File: config.mk
export PLATFORM = sky130hd
export DESIGN_NAME = asps_scanner
export DESIGN_NICKNAME = d
export VERILOG_FILES = /design/src/common/asps_pkg.sv /design/src/verilog/asps_scanner.sv
export SDC_FILE = /design/constraint.sdc
export NUM_CORES = 1
export LEC_CHECK = 0
export BUFFER_PORTS_ARGS = -buffer_cell sky130_fd_sc_hd__buf_2
export CAP_MARGIN = 20
export CORE_MARGIN = 2
export CORE_UTILIZATION = 50
export DETAILED_ROUTE_END_ITERATION = 7
export HOLD_SLACK_MARGIN = 0.05
export PLACE_DENSITY = 0.68
export SLEW_MARGIN = 10
export SYNTH_ARGS = -nofsm -noshare
export SYNTH_HDL_FRONTEND = slang
export SYNTH_SLANG_ARGS = --single-unit
export TNS_END_PERCENT = 5
File: constraint.sdc
create_clock -name ref_clk_i -period 13.2 [get_ports ref_clk_i]
set_input_delay 1.32 -clock ref_clk_i [delete_from_list [all_inputs] [get_ports ref_clk_i]]
set_output_delay 1.32 -clock ref_clk_i [all_outputs]
set_load 0.01 [all_outputs]
File: src/common/asps_pkg.sv
/*
 * Constants for the auxiliary scan point scanner: scan count limits,
 * report word layout, column decode, ring word and register map.
 * Assumes nothing beyond a SystemVerilog compiler.
 */
package asps_pkg;

	localparam int CNT_W = 11;
	localparam int RING_W = 16;
	localparam int COLS = 17;
	localparam int LL_DEPTH = 272;
	localparam int LL_AW = 9;
	localparam int REP_W = 32;

	// Scan count walk across the auxiliary points
	localparam logic [10:0] PT_FIRST = 11'h100;
	localparam logic [10:0] PT_GAP_FROM = 11'h148;
	localparam logic [10:0] PT_GAP_TO = 11'h400;
	localparam logic [10:0] PT_JUMP_FROM = 11'h480;
	localparam logic [10:0] PT_JUMP_TO = 11'h500;
	localparam logic [10:0] PT_LAST = 11'h53F;

	// Counter select line positions and group lines
	localparam int SEL_HI_BIT = 10;
	localparam int SEL_MID_BIT = 8;
	localparam int GRP_HI = 6;
	localparam int GRP_LO = 4;
	localparam logic [1:0] SEL_FIRST = 2'h1;
	localparam logic [1:0] SEL_SECOND = 2'h2;
	localparam logic [1:0] SEL_THIRD = 2'h3;
	localparam logic [4:0] COL_BASE_SECOND = 5'h05;
	localparam logic [4:0] COL_BASE_THIRD = 5'h0D;

	localparam logic [15:0] RING_INIT = 16'h0001;
	localparam logic [3:0] ROW_FIRST = 4'h0;
	localparam int ROW_UPPER_BIT = 3;

	// Direction category per column, one-way when set
	localparam logic [16:0] OW_ALL_DEF = 17'h1DDCE;
	localparam logic [16:0] OW_UPPER_DEF = 17'h02221;

	// Report word fields
	localparam int REP_MARKER_BIT = 28;
	localparam int REP_CNT_HI = 27;
	localparam int REP_CNT_LO = 17;
	localparam int REP_PSM_BIT = 16;

	localparam logic [1:0] RESCAN_FULL = 2'h3;
	localparam logic [1:0] RESCAN_IDLE = 2'h0;

	// Register map
	localparam int AW = 4;
	localparam logic [3:0] REG_CTRL = 4'h0;
	localparam logic [3:0] REG_STATUS = 4'h4;
	localparam logic [3:0] REG_REPORT = 4'h8;
	localparam int CTRL_EN_BIT = 0;
	localparam logic CTRL_EN_RST = 1'b1;
	localparam int ST_SEND_BIT = 0;
	localparam int ST_HALT_BIT = 1;
	localparam int ST_UPD_BIT = 2;
	localparam int ST_PS_BIT = 3;
	localparam int ST_LL_BIT = 4;
	localparam int ST_OW_BIT = 5;
	localparam int ST_CNT_LO = 16;
	localparam int ST_CNT_HI = 26;

	typedef enum logic [3:0] {
		SL_ZERO = 4'b0001,
		SL_ONE = 4'b0010,
		SL_THIRTY_TWO = 4'b0100,
		SL_ADVANCE = 4'b1000
	} asps_slot_e;

endpackage

File: src/verilog/asps_scanner.sv
/*
 * Auxiliary scan point scanner: ring counter interrogation, column
 * select, present-state / last-look compare, report word assembly and
 * hand-off to the outgoing message control.
 * Assumes point circuits answer combinationally in the read slot and
 * that the message control pulses report_done_reset_i after sending.
 */
// The implementer's own choices: the plain strobed port and the address map.
`timescale 1ns/100ps

module asps_scanner #(
	parameter logic [16:0] OW_ALL = asps_pkg::OW_ALL_DEF,
	parameter logic [16:0] OW_UPPER = asps_pkg::OW_UPPER_DEF
) (
	input  wire logic                     ref_clk_i,
	input  wire logic                     reset_n_i,
	input  wire logic [asps_pkg::AW-1:0]  addr_i,
	input  wire logic [31:0]              wdata_i,
	input  wire logic                     wr_i,
	input  wire logic                     rd_i,
	output logic      [31:0]              rdata_o,
	input  wire logic [asps_pkg::COLS-1:0] aux_point_out_i,
	input  wire logic                     report_done_reset_i,
	output logic                          ring_word_read_o,
	output logic                          ring_word_clear_o,
	output logic                          sixteenth_strobe_o,
	output logic [asps_pkg::RING_W-1:0]   ring_bits_o,
	output logic                          counter_select_hi_o,
	output logic                          counter_select_mid_o,
	output logic                          report_word_clear_o,
	output logic [asps_pkg::REP_W-1:0]    report_word_o,
	output logic                          state_bus_true_o,
	output logic                          state_bus_false_o,
	output logic                          send_report_strobe_o,
	output logic                          send_request_o,
	output logic [asps_pkg::CNT_W-1:0]    scan_count_o
);
	import asps_pkg::*;

	asps_slot_e             slot_reg;
	asps_slot_e             slot_next;
	logic [CNT_W-1:0]       count_reg;
	logic [CNT_W-1:0]       count_next;
	logic [RING_W-1:0]      ring_reg;
	logic [1:0]             rescan_reg;
	logic                   ps_reg;
	logic                   ll_reg;
	logic                   ow_reg;
	logic                   update_reg;
	logic                   halt_reg;
	logic                   send_reg;
	logic                   strobe_reg;
	logic                   enable_reg;
	logic [REP_W-1:0]       report_reg;
	logic                   bus_true_reg;
	logic                   bus_false_reg;
	logic [31:0]            rdata_reg;
	logic                   ll_store [LL_DEPTH];
	logic [LL_DEPTH-1:0]    ll_seen;

	logic                   scanning;
	logic                   upd_active;
	logic                   sixteenth;
	logic [1:0]             sel;
	logic [4:0]             col;
	logic                   col_valid;
	logic                   aux_common_bus;
	logic [LL_AW-1:0]       ll_idx;
	logic                   ow_now;
	logic                   advance;
	logic                   reportable;

	// Scanning only when no update or report is in progress
	assign scanning = enable_reg && !update_reg && !send_reg;
	assign upd_active = update_reg && !send_reg;
	assign sixteenth = (count_reg[3:0] == ROW_FIRST);

	// Column decode from the select and group lines
	assign sel = {count_reg[SEL_HI_BIT], count_reg[SEL_MID_BIT]};
	always_comb begin
		col = 5'h00;
		col_valid = 1'b0;
		case (sel)
			SEL_FIRST: begin
				col = {2'b00, count_reg[GRP_HI:GRP_LO]};
				col_valid = (count_reg < PT_GAP_FROM);
			end
			SEL_SECOND: begin
				col = COL_BASE_SECOND + {2'b00, count_reg[GRP_HI:GRP_LO]};
				col_valid = 1'b1;
			end
			SEL_THIRD: begin
				col = COL_BASE_THIRD + {3'b000, count_reg[GRP_LO+1:GRP_LO]};
				col_valid = 1'b1;
			end
			default: begin
				col = 5'h00;
				col_valid = 1'b0;
			end
		endcase
	end

	// Only the selected column reaches the common bus
	assign aux_common_bus = col_valid && aux_point_out_i[col];
	assign ll_idx = LL_AW'({col, count_reg[3:0]});

	// Direction category: whole column, or its upper eight rows
	assign ow_now = OW_ALL[col] ||
		(OW_UPPER[col] && count_reg[ROW_UPPER_BIT]);

	// One-way points report only a change to off-hook
	assign reportable = !ow_reg || ps_reg;

	// Count walk with gap and jump between column groups
	always_comb begin
		count_next = count_reg + 11'h001;
		if (count_reg == (PT_GAP_FROM - 11'h001))
			count_next = PT_GAP_TO;
		else if (count_reg == (PT_JUMP_FROM - 11'h001))
			count_next = PT_JUMP_TO;
		else if (count_reg == PT_LAST)
			count_next = PT_FIRST;
	end

	// Advance after a match, or after a finished update once no report is pending
	assign advance = (slot_reg == SL_ADVANCE) && enable_reg && !send_reg &&
		(update_reg || (rescan_reg == RESCAN_IDLE));

	// Slot sequencer; held in advance once halted while a report is out
	always_comb begin
		slot_next = slot_reg;
		case (slot_reg)
			SL_ZERO: slot_next = SL_ONE;
			SL_ONE: slot_next = SL_THIRTY_TWO;
			SL_THIRTY_TWO: slot_next = SL_ADVANCE;
			SL_ADVANCE: begin
				// Hold only once halted, so the update slots still build the report
				if (!(send_reg && halt_reg))
					slot_next = SL_ZERO;
			end
			default: slot_next = SL_ZERO;
		endcase
	end

	always_ff @(posedge ref_clk_i or negedge reset_n_i) begin
		if (!reset_n_i)
			slot_reg <= SL_ZERO;
		else
			slot_reg <= slot_next;
	end

	always_ff @(posedge ref_clk_i or negedge reset_n_i) begin
		if (!reset_n_i) begin
			count_reg <= PT_FIRST;
		end else if (advance) begin
			count_reg <= count_next;
		end
	end

	// Ring reloads on a sixteen-point boundary, otherwise rotates
	always_ff @(posedge ref_clk_i or negedge reset_n_i) begin
		if (!reset_n_i) begin
			ring_reg <= RING_INIT;
		end else if (advance) begin
			if (count_next[3:0] == ROW_FIRST)
				ring_reg <= RING_INIT;
			else
				ring_reg <= {ring_reg[RING_W-2:0], ring_reg[RING_W-1]};
		end
	end

	// Present state and last look around the compare
	always_ff @(posedge ref_clk_i or negedge reset_n_i) begin
		if (!reset_n_i) begin
			ps_reg <= 1'b0;
			ll_reg <= 1'b0;
			ow_reg <= 1'b0;
		end else if (scanning) begin
			case (slot_reg)
				SL_ZERO: begin
					ps_reg <= aux_common_bus;
					ll_reg <= 1'b0;
					ow_reg <= ow_now;
				end
				SL_ONE: ll_reg <= ll_seen[ll_idx] && ll_store[ll_idx];
				default: ll_reg <= ll_reg;
			endcase
		end
	end

	// Mismatch goes straight to the full rescan count
	always_ff @(posedge ref_clk_i or negedge reset_n_i) begin
		if (!reset_n_i) begin
			rescan_reg <= RESCAN_IDLE;
		end else if (scanning && slot_reg == SL_THIRTY_TWO && ps_reg != ll_reg) begin
			rescan_reg <= RESCAN_FULL;
		end else if (advance) begin
			rescan_reg <= RESCAN_IDLE;
		end
	end

	always_ff @(posedge ref_clk_i or negedge reset_n_i) begin
		if (!reset_n_i) begin
			update_reg <= 1'b0;
		end else if (advance) begin
			update_reg <= 1'b0;
		end else if (rescan_reg == RESCAN_FULL && slot_reg == SL_ADVANCE) begin
			update_reg <= 1'b1;
		end
	end

	// Request raised with a reportable mismatch; the done pulse clears it, set wins
	always_ff @(posedge ref_clk_i or negedge reset_n_i) begin
		if (!reset_n_i) begin
			send_reg <= 1'b0;
			strobe_reg <= 1'b0;
		end else begin
			strobe_reg <= 1'b0;
			if (scanning && slot_reg == SL_THIRTY_TWO && ps_reg != ll_reg &&
				reportable) begin
				send_reg <= 1'b1;
				strobe_reg <= 1'b1;
			end else if (report_done_reset_i) begin
				send_reg <= 1'b0;
			end
		end
	end

	// Halt set once a report is pending at update slot_one
	always_ff @(posedge ref_clk_i or negedge reset_n_i) begin
		if (!reset_n_i) begin
			halt_reg <= 1'b0;
		end else if (advance) begin
			halt_reg <= 1'b0;
		end else if (update_reg && send_reg && slot_reg == SL_ONE) begin
			halt_reg <= 1'b1;
		end
	end

	// Report word assembly in update slot_zero, suppressed by halt
	always_ff @(posedge ref_clk_i or negedge reset_n_i) begin
		if (!reset_n_i) begin
			report_reg <= '0;
		end else if (update_reg && !halt_reg && slot_reg == SL_ZERO) begin
			report_reg <= '0;
			report_reg[REP_MARKER_BIT] <= 1'b1;
			report_reg[REP_CNT_HI:REP_CNT_LO] <= count_reg;
			report_reg[REP_PSM_BIT] <= ps_reg;
		end
	end

	// Last look rewritten even when no report is sent
	always_ff @(posedge ref_clk_i) begin
		if (update_reg && slot_reg == SL_ONE)
			ll_store[ll_idx] <= ps_reg;
	end

	// Store has no reset; a point never written reads as on-hook
	always_ff @(posedge ref_clk_i or negedge reset_n_i) begin
		if (!reset_n_i)
			ll_seen <= '0;
		else if (update_reg && slot_reg == SL_ONE)
			ll_seen[ll_idx] <= 1'b1;
	end

	always_ff @(posedge ref_clk_i or negedge reset_n_i) begin
		if (!reset_n_i) begin
			bus_true_reg <= 1'b0;
			bus_false_reg <= 1'b0;
		end else begin
			bus_true_reg <= update_reg && slot_reg == SL_ONE && ps_reg;
			bus_false_reg <= update_reg && slot_reg == SL_ONE && !ps_reg;
		end
	end

	// Register port: control write, status and report read
	always_ff @(posedge ref_clk_i or negedge reset_n_i) begin
		if (!reset_n_i)
			enable_reg <= CTRL_EN_RST;
		else if (wr_i && addr_i == REG_CTRL)
			enable_reg <= wdata_i[CTRL_EN_BIT];
	end

	always_ff @(posedge ref_clk_i or negedge reset_n_i) begin
		if (!reset_n_i) begin
			rdata_reg <= '0;
		end else if (rd_i) begin
			rdata_reg <= '0;
			case (addr_i)
				REG_CTRL: rdata_reg[CTRL_EN_BIT] <= enable_reg;
				REG_STATUS: begin
					rdata_reg[ST_SEND_BIT] <= send_reg;
					rdata_reg[ST_HALT_BIT] <= halt_reg;
					rdata_reg[ST_UPD_BIT] <= update_reg;
					rdata_reg[ST_PS_BIT] <= ps_reg;
					rdata_reg[ST_LL_BIT] <= ll_reg;
					rdata_reg[ST_OW_BIT] <= ow_reg;
					rdata_reg[ST_CNT_HI:ST_CNT_LO] <= count_reg;
				end
				REG_REPORT: rdata_reg <= report_reg;
				default: rdata_reg <= '0;
			endcase
		end
	end

	// Read and clear strobes follow the slot directly; data and the send strobe come from flops
	assign ring_word_read_o = scanning && slot_reg == SL_ZERO;
	assign sixteenth_strobe_o = ring_word_read_o && sixteenth;
	assign ring_word_clear_o = sixteenth_strobe_o;
	assign ring_bits_o = ring_word_read_o ? ring_reg : '0;
	assign counter_select_hi_o = sel[1];
	assign counter_select_mid_o = sel[0];
	assign report_word_clear_o = upd_active && !halt_reg && slot_reg == SL_ZERO;
	assign report_word_o = report_reg;
	assign state_bus_true_o = bus_true_reg;
	assign state_bus_false_o = bus_false_reg;
	assign send_report_strobe_o = strobe_reg;
	assign send_request_o = send_reg;
	assign scan_count_o = count_reg;
	assign rdata_o = rdata_reg;

endmodule

; Yosys cells after proc, flatten, opt, wreduce, memory -nomap -nowiden
; Memory sizes are Yosys's and may differ from the RTL's.
; Cells that the tools add are included.
[op_classes]
add_sub_neg = 3
mul = 0
n_div = 0
magnitude_cmp = 4
eq_ne = 15
n_shift = 0
muxes = 33
n_bitwise = 1
reduce_logical = 47
[op_table]
columns = operator, count
row1 = $or 272x272->272, 1
row2 = $mux 11, 3
row3 = $mux 16, 2
row4 = $logic_and 1x1->1, 27
row5 = $eq 11x11->1 const B, 2
row6 = $pmux 11 s2, 1
row7 = $pmux 4 s4, 1
row8 = $pmux 5 s3, 1
row9 = $mux 1, 14
row10 = $logic_not 4->1, 3
row11 = $add 11x1->11 const B, 1
row12 = $eq 11x9->1 const B, 1
row13 = $lt 11x9->1 const B, 1
row14 = $lt 9x10->1 const B, 1
row15 = $reduce_bool 2->1, 5
row16 = $bmux 1 s9, 1
row17 = $demux 1 s9, 1
row18 = $ge 9x1->1 const B, 1
row19 = $eq 4x3->1 const B, 2
row20 = $eq 4x4->1 const B, 2
row21 = $eq 2x2->1 const B, 3
row22 = $lt 5x6->1 const B, 1
row23 = $mux 2, 3
row24 = $pmux 1 s2, 3
row25 = other kinds (15), 22
[word_totals]
regBits = 350
latch_bits = 0
ram_bits = 272
romBits = 64
elab_cells = 123
memories = 3
[mem_list]
columns = memory, depth, word_bits, rd, rd_ports_with_merged_regs, write_ports, line_no
row1 = ll_store, 272, 1, 1, 0, 1, asps_scanner.sv:58  ; logic ll_store [LL_DEPTH];
row2 = (no name shown), 32, 1, 1, 0, 0, asps_scanner.sv:109  ; (OW_UPPER[col] && count_reg[ROW_UPPER_BIT]);
row3 = (no name shown), 32, 1, 1, 0, 0, asps_scanner.sv:108  ; assign ow_now = OW_ALL[col] ||

; Depth between registers and ports, before layout
; Gate-level depths: netlist of the first run.
[logic_depth]
ltp_word = 7
ltp_mapped = 11

; Worst setup path after synthesis of the first run
; Ideal clock, no wire load.
[synth_path]
kind = flip-flop to flip-flop
startpoint = reg ps_reg
endpoint = reg send_reg, in the netlist send_request_o
setup_ns = 0.128
t_arrival_ns = 4.236
t_required_ns = 13.072
setup_slack_ns = 8.836
stages_incl_launch_ff = 5
n_path_buf = 1
period_less_slack_ns = 4.364
path_cell_list = dfrtp_1 -> clkbuf_2 -> nor3_1 -> a21oi_1 -> o22ai_1
[synth_via]
elab_chain_cells = 4
word_cells_on_any_way = 6
classes_between = eq/ne (1) / mux (1) / reduce/logical (4)
[synth_lines]
columns = element, line_no
row1 = start: declaration, asps_scanner.sv:46  ; logic ps_reg;
row2 = start signal: assignment, asps_scanner.sv:181  ; ps_reg <= aux_common_bus;
row3 = $ne 1x1->1, asps_scanner.sv:219  ; if (scanning && slot_reg == SL_THIRTY_TWO && ps_reg != ll_reg &&
row4 = $logic_and 1x1->1, asps_scanner.sv:219
row5 = $logic_and 1x1->1 *, asps_scanner.sv:219
row6 = $mux 1 or $reduce_bool 2->1 (tied branches), -
row7 = end signal: assignment, asps_scanner.sv:215  ; send_reg <= 1'b0;
row8 = end signal: assignment, asps_scanner.sv:221  ; send_reg <= 1'b1;
row9 = end signal: assignment, asps_scanner.sv:224  ; send_reg <= 1'b0;
row10 = end: declaration, asps_scanner.sv:51  ; logic send_reg;
; Mark *: on every way between the ends. The rest lies on a longest branch, timed or not.
; A chain may end at the register's enable or synchronous reset.

; Worst setup path in the final report of the first run
[layout_path]
startpoint = reg count_reg[0], in the netlist scan_count_o[0]
endpoint = out sixteenth_strobe_o
[layout_via]
elab_chain_cells = 2
[layout_lines]
columns = element, line_no
row1 = start: declaration, asps_scanner.sv:42  ; logic [CNT_W-1:0] count_reg;
row2 = start signal: assignment, asps_scanner.sv:156  ; count_reg <= count_next;
row3 = $logic_not 4->1, asps_scanner.sv:76  ; assign sixteenth = (count_reg[3:0] == ROW_FIRST);
row4 = $logic_and 1x1->1, asps_scanner.sv:308  ; assign sixteenth_strobe_o = ring_word_read_o && sixteenth;
row5 = end: declaration, asps_scanner.sv:26  ; output logic sixteenth_strobe_o,
; No other way between the ends.

==> results of run 1 <==
## routing by layer
metal	routed length (um)	global-route usage, %	part of all wire (%)
met5	0	0	0
met4	2030	8.63	3.1
met3	4700	3.87	7.2
met2	30700	39.8	47
met1	27400	34.2	42
## path summary, 6_finish.rpt
path | start | end | slack (ps) | cells after the start
max | scan_count_o[0] | sixteenth_strobe_o | 9010 | 4
min | ll_seen[170] | ll_seen[170] | 450 | 1
max reg2reg | scan_count_o[0] | ll_reg | 9210 | 8
min reg2reg | ll_seen[170] | ll_seen[170] | 450 | 1
max in group asynchronous | reset_n_i | scan_count_o[0] | 10810 | 2
min in group asynchronous | reset_n_i | ll_seen[262] | 720 | 1
## kinds of logic (layout without fill, tap and decap cells)
logic type	Yosys count	count (layout)	synth area share, %
and+or+nand+nor	975	975	19.0
adders and majority gates	6	6	0.292
muxes	58	58	4.40
AOI/OAI and AO/OA	268	268	7.01
xor gates and xnor gates	4	4	0.136
DFF	618	618	65.5
other	1	32	0.0146
buffers and inverters	177	255	3.70
## cell usage after synthesis, types with 12 or more instances
cell | count | area (sq um)
or2_1 | 12 | 75.1
nor2_1 | 301 | 1130
o211ai_1 | 28 | 210
buf_4 | 44 | 330
mux4_2 | 35 | 788
a22oi_1 | 18 | 135
a31oi_1 | 17 | 106
clkbuf_1 | 44 | 165
nand2_1 | 163 | 612
inv_1 | 20 | 75.1
dfrtp_1 | 342 | 8560
and3_1 | 40 | 250
edfxtp_1 | 272 | 8170
buf_2 | 52 | 260
or2_2 | 262 | 1640
o21ai_0 | 82 | 410
a21oi_1 | 28 | 140
mux2_2 | 12 | 135
a22o_1 | 18 | 158
nand3_1 | 107 | 536
o22ai_1 | 20 | 125
## power by group through the flow
stage          Sequential (mW)  Combinational, mW  Clock, mW
2_1_floorplan             2.37              0.564          0
3_3_place_gp              2.35              0.869          0
3_5_place_dp              2.35              0.876          0
4_1_cts                   2.32              0.879       1.68
5_1_grt                   2.33              0.956       1.76
6_report                  2.32              0.893       1.66
## final cells by class
class,instances,area (sq um),share of cell area (%)
Clock buffer,91,1730,6.06
Clock inverter,19,171,0.602
Inverter,22,82.6,0.290
Multi-Input combinational cell,1343,8100,28.4
Sequential cell,618,16800,59.1
Tap cell,680,851,2.99
Timing Repair Buffer,123,728,2.56
## through the flow
step	util, %	worst slack [ps]	power (mW)
final	55.8	9010	4.87
after global routing	55.8	8940	5.04
after global placement	52.0	9280	3.22
after detailed placement	52.0	9250	3.23
after floorplan	-	8840	2.93
after CTS	55.7	9000	4.88
==> summary.txt, run 1 <==
Outcome
  – Status: finished, final reports clean

Worst setup path
  – CP max stage cell: clkinv_1
  – CP peak stage delay: 800 ps
  – Worst EP arrival: 2870 ps
  – Largest fanout on the critical path: 18
  – Critical Path RT: 11880 ps
  – Cell family with most CP delay: buffers and inverters
  – CP Class: reg -> out
  – CP Buf/Inv Count: 2
  – Critical Path, Cell by Cell: clkinv_1 -> ha_1 -> and3_1 -> buf_2
  – Critical path startpoint category: register
  – Crit path capture type: output port

Power and ir drop
  – Sequential power share: 47.6%
  – Combinational Power Share: 18.3%
  – Leakage: 12.1 nW
  – Net switching power: 1.45 mW
  – Pwr/cell area: 171 mW/mm^2
  – Clk network pwr share: 34.1%
  – Switching part of the total: 29.7%
  – Cell Int Power: 3.42 mW
  – Max VDD drop: 0.000102 V

CTS
  – Sink Count: 618
  – Cts hold-fix bufs: 0
  – Post-CTS sizing: 0
  – Post-CTS Setup Inserts: 0
  – Clock-pin slew of the registers on the worst-case setup and hold paths: 60 ps
  – Maximum clock insertion buffer count: 3
  – CTS tree: yes
  – Worst skew pair latency: 620 ps
  – Root Driver: clkbuf_16
  – CTS buffer count: 59
  – CTS H-tree lvls: 2

Timing
  – Period utilization: 31.7%
  – Fin Setup TNS: 0 ps
  – RSZ-0062 raised after global routing: no
  – Rel. slew slack: 28.7%
  – Hold_ws: 455 ps
  – Endpoints failing hold: 0
  – Skew final: 19.6 ps
  – Min Tclk post-route: 4190 ps
  – Least-Margin Pin Slew: 1070 ps
  – Final slew viol count: 0
  – Final setup fails: 0
  – Max frequency: 0.239 GHz

Logic synthesis
  – Yosys cell types: 79
  – Yosys reg bits: 618
  – Main synth FF type: dfrtp_1
  – Synth Instances: 2107
  – Ys async rst share: 56.0%
  – EDFF count, synth: 272
  – Cell area after synthesis: 0.0257 sq mm
  – Seq/Total Area, Yosys: 65.5%
  – YS warnings: 0
  – Syn avg cell area: 12.2 sq um

Routing
  – DR vias: 16900
  – DR WL/cell: 22.4 um
  – Initial drt markers: 1626
  – Total routed wirelength: 64800 um
  – Post-route ant nets: 0
  – Residual DRC: 0
  – Drt pass-1 iters: 5
  – DR vias/cell: 5.82

Finish
  – Area grow syn2layout: 10.8%
  – Most frequent cells in the layout: dfrtp_1, nor2_1, edfxtp_1
  – Commonest non-fill, non-tap cell in the layout: dfrtp_1
  – Layout Nets: 2231
  – Non-filler instance count after layout: 2896
  – Share of cells above drive strength 1: 24.8%
  – Final instance area: 0.0285 sq mm
  – Antenna Cells: 0
  – Layout fillers: 4275

Place
  – Hpwl dp: 37400 um
  – I/O Buffers: 95
  – Area after DPL: 0.0266 sq mm
  – Placer Congestion: 0.854
  – Dpl cells: 2784

GRT
  – First-pass GRT wire length: 99500 um
  – Initial antenna violation count: 0
  – Largest net degree at the start of global routing: 171
  – All-Layer GR Usage: 24.7%
  – Number of global-route vias before repair: 16600
  – Gr ovfl total: 0

Floorplan
  – Floorplan core area: 0.0511 sq mm
  – Standard-cell rows: 83
  – Initial Util: 50.3%
  – Die area: 0.0533 sq mm
  – Die X-Extent: 231 um
  – Chip height: 231 um
  – IO Pins: 159

Run
  – Number of max-cap violations: 0

Worst hold path
  – Hold crit path type: reg -> reg
Note: power is estimated with default switching activity, not from simulation.
==> run 2: changes to the inputs <==
--- a/config.mk
+++ b/config.mk
@@ -11,7 +11,7 @@
 export CORE_UTILIZATION = 50
 export DETAILED_ROUTE_END_ITERATION = 7
 export HOLD_SLACK_MARGIN = 0.05
-export PLACE_DENSITY = 0.68
+export PLACE_DENSITY = 0.7
 export SLEW_MARGIN = 10
 export SYNTH_ARGS = -nofsm -noshare
 export SYNTH_HDL_FRONTEND = slang
==> constraint.sdc (replaced) <==
create_clock -name ref_clk_i -period 3.4 [get_ports ref_clk_i]
set_input_delay 0.34 -clock ref_clk_i [delete_from_list [all_inputs] [get_ports ref_clk_i]]
set_output_delay 0.34 -clock ref_clk_i [all_outputs]
set_load 0.01 [all_outputs]
==> summary.txt, run 2 (same netlist as run 1, synthesis figures left out) <==
Outcome
  – Status: finished, final reports clean (unchanged)

Worst setup path
  – CP Depth: 5 (was 4)
  – Worst Setup SP: scan_count_o[0] (unchanged)
  – R2R Setup Slk: 320 ps (was 9210 ps)
  – Crit Reg-Reg Startpoint: scan_count_o[1] (was scan_count_o[0])
  – CP peak stage delay: 610 ps (was 800 ps)
  – Critical Path, Cell by Cell: clkinv_1 -> buf_4 -> ha_1 -> and3_1 -> buf_2 (was clkinv_1 -> ha_1 -> and3_1 -> buf_2)
  – Crit Reg-Reg Endpoint: ll_reg (unchanged)
  – CP Class: reg -> out (unchanged)
  – Largest fanout on the critical path: 13 (was 18)
  – Critical Path End: ring_word_clear_o (was sixteenth_strobe_o)
  – Worst EP arrival: 2750 ps (was 2870 ps)
  – Critical path startpoint category: register (unchanged)
  – Critical Path RT: 3060 ps (was 11880 ps)
  – Depth of the most critical reg-to-reg path: 8 (unchanged)
  – CP Buf/Inv Count: 3 (was 2)
  – Crit path capture type: output port (unchanged)
  – Cell family with most CP delay: buffers and inverters (unchanged)
  – CP max stage cell: dfrtp_4 (was clkinv_1)

Power and ir drop
  – Leakage: 12.5 nW (was 12.1 nW)
  – Overall power: 19.6 mW (was 4.87 mW)
  – Max VDD drop: 0.000424 V (was 0.000102 V)
  – Pwr/cell area: 669 mW/mm^2 (was 171 mW/mm^2)

GRT
  – First-pass GRT wire length: 102000 um (was 99500 um)
  – Gr ovfl total: 0 (unchanged)
  – Initial antenna violation count: 0 (unchanged)
  – Largest net degree at the start of global routing: 104 (was 171)
  – Number of global-route vias before repair: 17200 (was 16600)
  – All-Layer GR Usage: 24.9% (was 24.7%)

Floorplan
  – IO Pins: 159 (unchanged)
  – Standard-cell rows: 83 (unchanged)
  – Chip height: 231 um (unchanged)
  – Die area: 0.0533 sq mm (unchanged)
  – Floorplan core area: 0.0511 sq mm (unchanged)
  – Die X-Extent: 231 um (unchanged)
  – Initial Util: 50.3% (unchanged)

Timing
  – Period utilization: 90.8%
  – Skew final: 16.9 ps (was 19.6 ps)
  – Final slew viol count: 0 (unchanged)
  – Max frequency: 0.324 GHz
  – RSZ-0062 raised after global routing: no (unchanged)
  – Fin Setup TNS: 0 ps (unchanged)
  – Rel. slew slack: 28.1% (was 28.7%)
  – Hold_ws: 97.6 ps (was 455 ps)
  – Min Tclk post-route: 3090 ps
  – Endpoints failing hold: 0 (unchanged)
  – Least-Margin Pin Slew: 1080 ps (was 1070 ps)
  – Final setup fails: 0 (unchanged)

CTS
  – Clock-pin slew of the registers on the worst-case setup and hold paths: 60 ps (about the same)
  – CTS H-tree lvls: 2 (unchanged)
  – Maximum clock insertion buffer count: 3 (unchanged)
  – Post-CTS Setup Inserts: 0 (unchanged)
  – Root Driver: clkbuf_16 (unchanged)
  – CTS tree: yes (unchanged)
  – Sink Count: 618 (unchanged)
  – CTS buffer count: 61 (was 59)
  – Worst skew pair latency: 630 ps (was 620 ps)

Run
  – Number of max-cap violations: 0 (unchanged)

Finish
  – Layout fillers: 4124 (was 4275)
  – Sequential standard cell area: 0.0168 sq mm (unchanged)
  – Share of cells above drive strength 1: 27.0% (was 24.8%)
  – Area grow syn2layout: 13.8% (was 10.8%)
  – Antenna Cells: 0 (unchanged)
  – Most frequent cells in the layout: dfrtp_1, nor2_1, edfxtp_1 (unchanged)
  – Final instance area: 0.0293 sq mm (was 0.0285 sq mm)
  – Area of the multi-input gates: 0.00807 sq mm (was 0.00810 sq mm)
  – Commonest non-fill, non-tap cell in the layout: dfrtp_1 (unchanged)
  – Layout Nets: 2298 (was 2231)

Place
  – I/O Buffers: 95 (unchanged)
  – Area after DPL: 0.0271 sq mm (was 0.0266 sq mm)
  – Hpwl dp: 41100 um (was 37400 um)
  – Placer Congestion: 0.888 (was 0.854)

Routing
  – Residual DRC: 0 (unchanged)
  – Initial drt markers: 1841 (was 1626)
  – DR vias: 17200 (was 16900)
  – Drt pass-1 iters: 5 (unchanged)
  – Total routed wirelength: 65700 um (was 64800 um)
  – DR WL/cell: 22.2 um (was 22.4 um)
  – Post-route ant nets: 0 (unchanged)
  – DR vias/cell: 5.82 (about the same)

Worst hold path
  – Hold crit path type: in -> reg (was reg -> reg)
run 2: report_power, final:
part	switching [mW]	total [mW]	leakage, nW	internal, mW
logic	2.60	3.84	4.33	1.25
clock network	2.83	6.88	1.01	4.05
registers	0.324	8.86	7.20	8.54
run 2: repair_timing:
action | 4_1_cts | 5_1_grt
gates resized for setup | 0 | 0
endpoints found under the hold margin | 76 | 0
hold buffers | 4 | 0
run 2: cell type report:
class,instances,area share (%)
clock buffers,89,6.17
clock inverters,25,0.911
inverters,22,0.282
multi-input cells,1343,27.6
flip-flops and latches,618,57.6
well taps,680,2.91
repair buffers,188,4.58
run 2: metrics by stage:
step	setup slack, ps	util (%)	instances
after global placement	490	53.1	2846
after floorplan	584	-	2138
after global routing	175	57.2	2965
after detailed placement	352	53.1	2846
after CTS	330	57.2	2964
final	312	57.2	2965
run 2: worst min path at each step:
stage	start	end	cells past startpoint
2_1_floorplan	reset_n_i	halt_reg	0
3_3_place_gp	reset_n_i	ll_seen[112]	1
5_1_grt	aux_point_out_i[16]	ps_reg	3
3_5_place_dp	reset_n_i	ring_reg[2]	1
6_report	aux_point_out_i[16]	ps_reg	3
4_1_cts	aux_point_out_i[16]	ps_reg	3
run 2: worst reg2reg max path, stage by stage, from the launching register on:
cell and delay, ps:
dfrtp_4 490, inv_2 320, mux4_1 610, o22ai_1 280, nor4_1 130, buf_4 170, a311oi_1 520, o311ai_1 220
a22oi_1 240
run 2: layer usage:
metal,part of all wire [%],wire length [um],vias to the layer above,global-route usage (%)
li1,-,-,7638,-
met1,42,27400,8757,34.9
met2,47,30900,716,39.8
met3,7.9,5190,138,3.95
met4,3.3,2180,0,8.97
met5,0,0,-,0
==> run 3: changes to the inputs <==
--- a/config.mk
+++ b/config.mk
@@ -11,7 +11,7 @@
 export CORE_UTILIZATION = 50
 export DETAILED_ROUTE_END_ITERATION = 7
 export HOLD_SLACK_MARGIN = 0.05
-export PLACE_DENSITY = 0.7
+export PLACE_DENSITY = 0.81
 export SLEW_MARGIN = 10
 export SYNTH_ARGS = -nofsm -noshare
 export SYNTH_HDL_FRONTEND = slang
==> summary.txt, run 3 (same netlist as run 1, synthesis figures left out) <==
Outcome
  – Status: finished, final reports clean (unchanged)

Power and ir drop
  – Pwr/cell area: 652 mW/mm^2 (was 669 mW/mm^2)
  – Sequential power share: 47.3% (was 45.3%)
  – Leakage: 12.3 nW (was 12.5 nW)
  – Clk network pwr share: 33.0% (was 35.1%)
  – Max VDD drop: 0.000690 V (was 0.000424 V)
  – Switching part of the total: 29.6% (was 29.4%)
  – Cell Int Power: 13.3 mW (was 13.8 mW)
  – Net switching power: 5.57 mW (was 5.75 mW)
  – Combinational Power Share: 19.7% (was 19.6%)

GRT
  – Grt met3 use: 5.73% (was 3.95%)
  – GR Util met2: 38.6% (was 39.8%)
  – First-pass GRT wire length: 101000 um (was 102000 um)
  – Largest net degree at the start of global routing: 108 (was 104)
  – Met1 usage: 31.9% (was 34.9%)
  – Number of global-route vias before repair: 17600 (was 17200)
  – All-Layer GR Usage: 24.3% (was 24.9%)
  – Top Usage Layer GRT: met2 (unchanged)
  – Gr ovfl total: 0 (unchanged)
  – Initial antenna violation count: 0 (unchanged)

Place
  – Placer Congestion: 0.909 (was 0.888)
  – Hpwl dp: 40500 um (was 41100 um)
  – Dpl cells: 2836 (was 2846)
  – I/O Buffers: 95 (unchanged)
  – Place WS: 429 ps (was 352 ps)

Timing
  – Min Tclk post-route: 3110 ps (was 3090 ps)
  – Final slew viol count: 0 (unchanged)
  – Rel. slew slack: 25.7% (was 28.1%)
  – Endpoints failing hold: 0 (unchanged)
  – Final worst setup slack: 290 ps (was 312 ps)
  – Hold_ws: 120 ps (was 97.6 ps)
  – Skew final: 23.4 ps (was 16.9 ps)
  – RSZ-0062 raised after global routing: no (unchanged)
  – Least-Margin Pin Slew: 1110 ps (was 1080 ps)
  – Period utilization: 91.5% (was 90.8%)
  – Final setup fails: 0 (unchanged)
  – Fin Setup TNS: 0 ps (unchanged)
  – Max frequency: 0.322 GHz (was 0.324 GHz)

Floorplan
  – Die X-Extent: 231 um (unchanged)
  – Die area: 0.0533 sq mm (unchanged)
  – Chip height: 231 um (unchanged)
  – Initial Util: 50.3% (unchanged)
  – IO Pins: 159 (unchanged)
  – Floorplan core area: 0.0511 sq mm (unchanged)
  – Standard-cell rows: 83 (unchanged)

Finish
  – Commonest non-fill, non-tap cell in the layout: dfrtp_1 (unchanged)
  – Non-filler instance count after layout: 2949 (was 2965)
  – Most frequent cells in the layout: dfrtp_1, nor2_1, edfxtp_1 (unchanged)
  – Share of cells above drive strength 1: 26.0% (was 27.0%)
  – Layout Nets: 2284 (was 2298)
  – Core Util, Final: 56.5% (was 57.2%)
  – Antenna Cells: 0 (unchanged)
  – Layout fillers: 3960 (was 4124)
  – Area grow syn2layout: 12.3% (was 13.8%)

Run
  – Number of max-cap violations: 0 (unchanged)

CTS
  – Cts hold-fix bufs: 4 (unchanged)
  – CTS buffer count: 57 (was 61)
  – Clock-pin slew of the registers on the worst-case setup and hold paths: 70 ps (was 60 ps)
  – Post-CTS sizing: 0 (unchanged)
  – CTS H-tree lvls: 2 (unchanged)
  – Sink Count: 618 (unchanged)
  – CTS tree: yes (unchanged)
  – Maximum clock insertion buffer count: 3 (unchanged)
  – Root Driver: clkbuf_16 (unchanged)
  – Post-CTS Setup Inserts: 0 (unchanged)
  – Worst skew pair latency: 600 ps (was 630 ps)

Worst setup path
  – Critical Path RT: 3060 ps (about the same)
  – Critical path startpoint category: register (unchanged)
  – Crit path capture type: output port (unchanged)
  – Worst EP arrival: 2770 ps (was 2750 ps)
  – R2R Setup Slk: 360 ps (was 320 ps)
  – Largest fanout on the critical path: 15 (was 13)
  – CP Class: reg -> out (unchanged)

Routing
  – DR WL/cell: 21.7 um (was 22.2 um)
  – Post-route ant nets: 0 (unchanged)
  – Initial drt markers: 2328 (was 1841)
  – Drt pass-1 iters: 7 (was 5)
  – DR vias/cell: 5.93 (was 5.82)
  – Residual DRC: 0 (unchanged)
  – DR vias: 17500 (was 17200)
  – Total routed wirelength: 64000 um (was 65700 um)

Worst hold path
  – Hold crit path type: in -> reg (unchanged)
## run 3: changes by cell type in the layout (fill, tap and decap cells not counted), sizes merged
cell      change
clkinvlp      -1
clkbuf        -6
buf          -11
bufinv        -2
clkinv        +4
## run 3: power by group through the flow
| stage | Sequential, mW | Clock [mW] | Combinational [mW] |
|---|---|---|---|
| 6_report | 8.91 | 6.21 | 3.71 |
| 5_1_grt | 8.92 | 6.58 | 3.94 |
| 4_1_cts | 8.88 | 6.27 | 3.66 |
| 3_5_place_dp | 9.03 | 0 | 3.62 |
| 3_3_place_gp | 9.00 | 0 | 3.56 |
| 2_1_floorplan | 9.14 | 0 | 2.19 |
## run 3: stage by stage
stage / power [mW] / cell area (sq um)
after floorplan: 11.3 / 25800
after global placement: 12.6 / 27000
after detailed placement: 12.6 / 27000
after CTS: 18.8 / 28900
after global routing: 19.4 / 28900
final: 18.8 / 28900
## run 3: final cells by class
type	instances	area (sq um)	share of cell area (%)
Clock inverter	26	215	0.745
Clock buffer	82	1610	5.58
Timing Repair Buffer	178	1220	4.22
Inverter	22	82.6	0.286
Multi-Input combinational cell	1343	8070	27.9
Sequential cell	618	16800	58.3
Tap cell	680	851	2.95
## run 3: worst paths after layout
kind,startpoint,endpoint,depth (start not counted)
worst max register to register,scan_count_o[5],ll_reg,8
worst min register to register,ll_seen[14],ll_seen[14],1
max in group asynchronous,reset_n_i,ll_seen[23],3
worst min-delay path,wr_i,enable_reg,3
min in group asynchronous,reset_n_i,ring_reg[6],2
worst max-delay path,scan_count_o[3],sixteenth_strobe_o,3
## run 3: critical path, stage by stage, from the launching register on
cell,delay [ps]
dfrtp_1,700
nor2_1,990
and3_1,340
buf_2,150
## run 3: routing by layer
layer	vias up	share of wire (%)
li1	7604	-
met1	8670	38
met2	991	47
met3	226	11
met4	0	4.7
met5	-	0
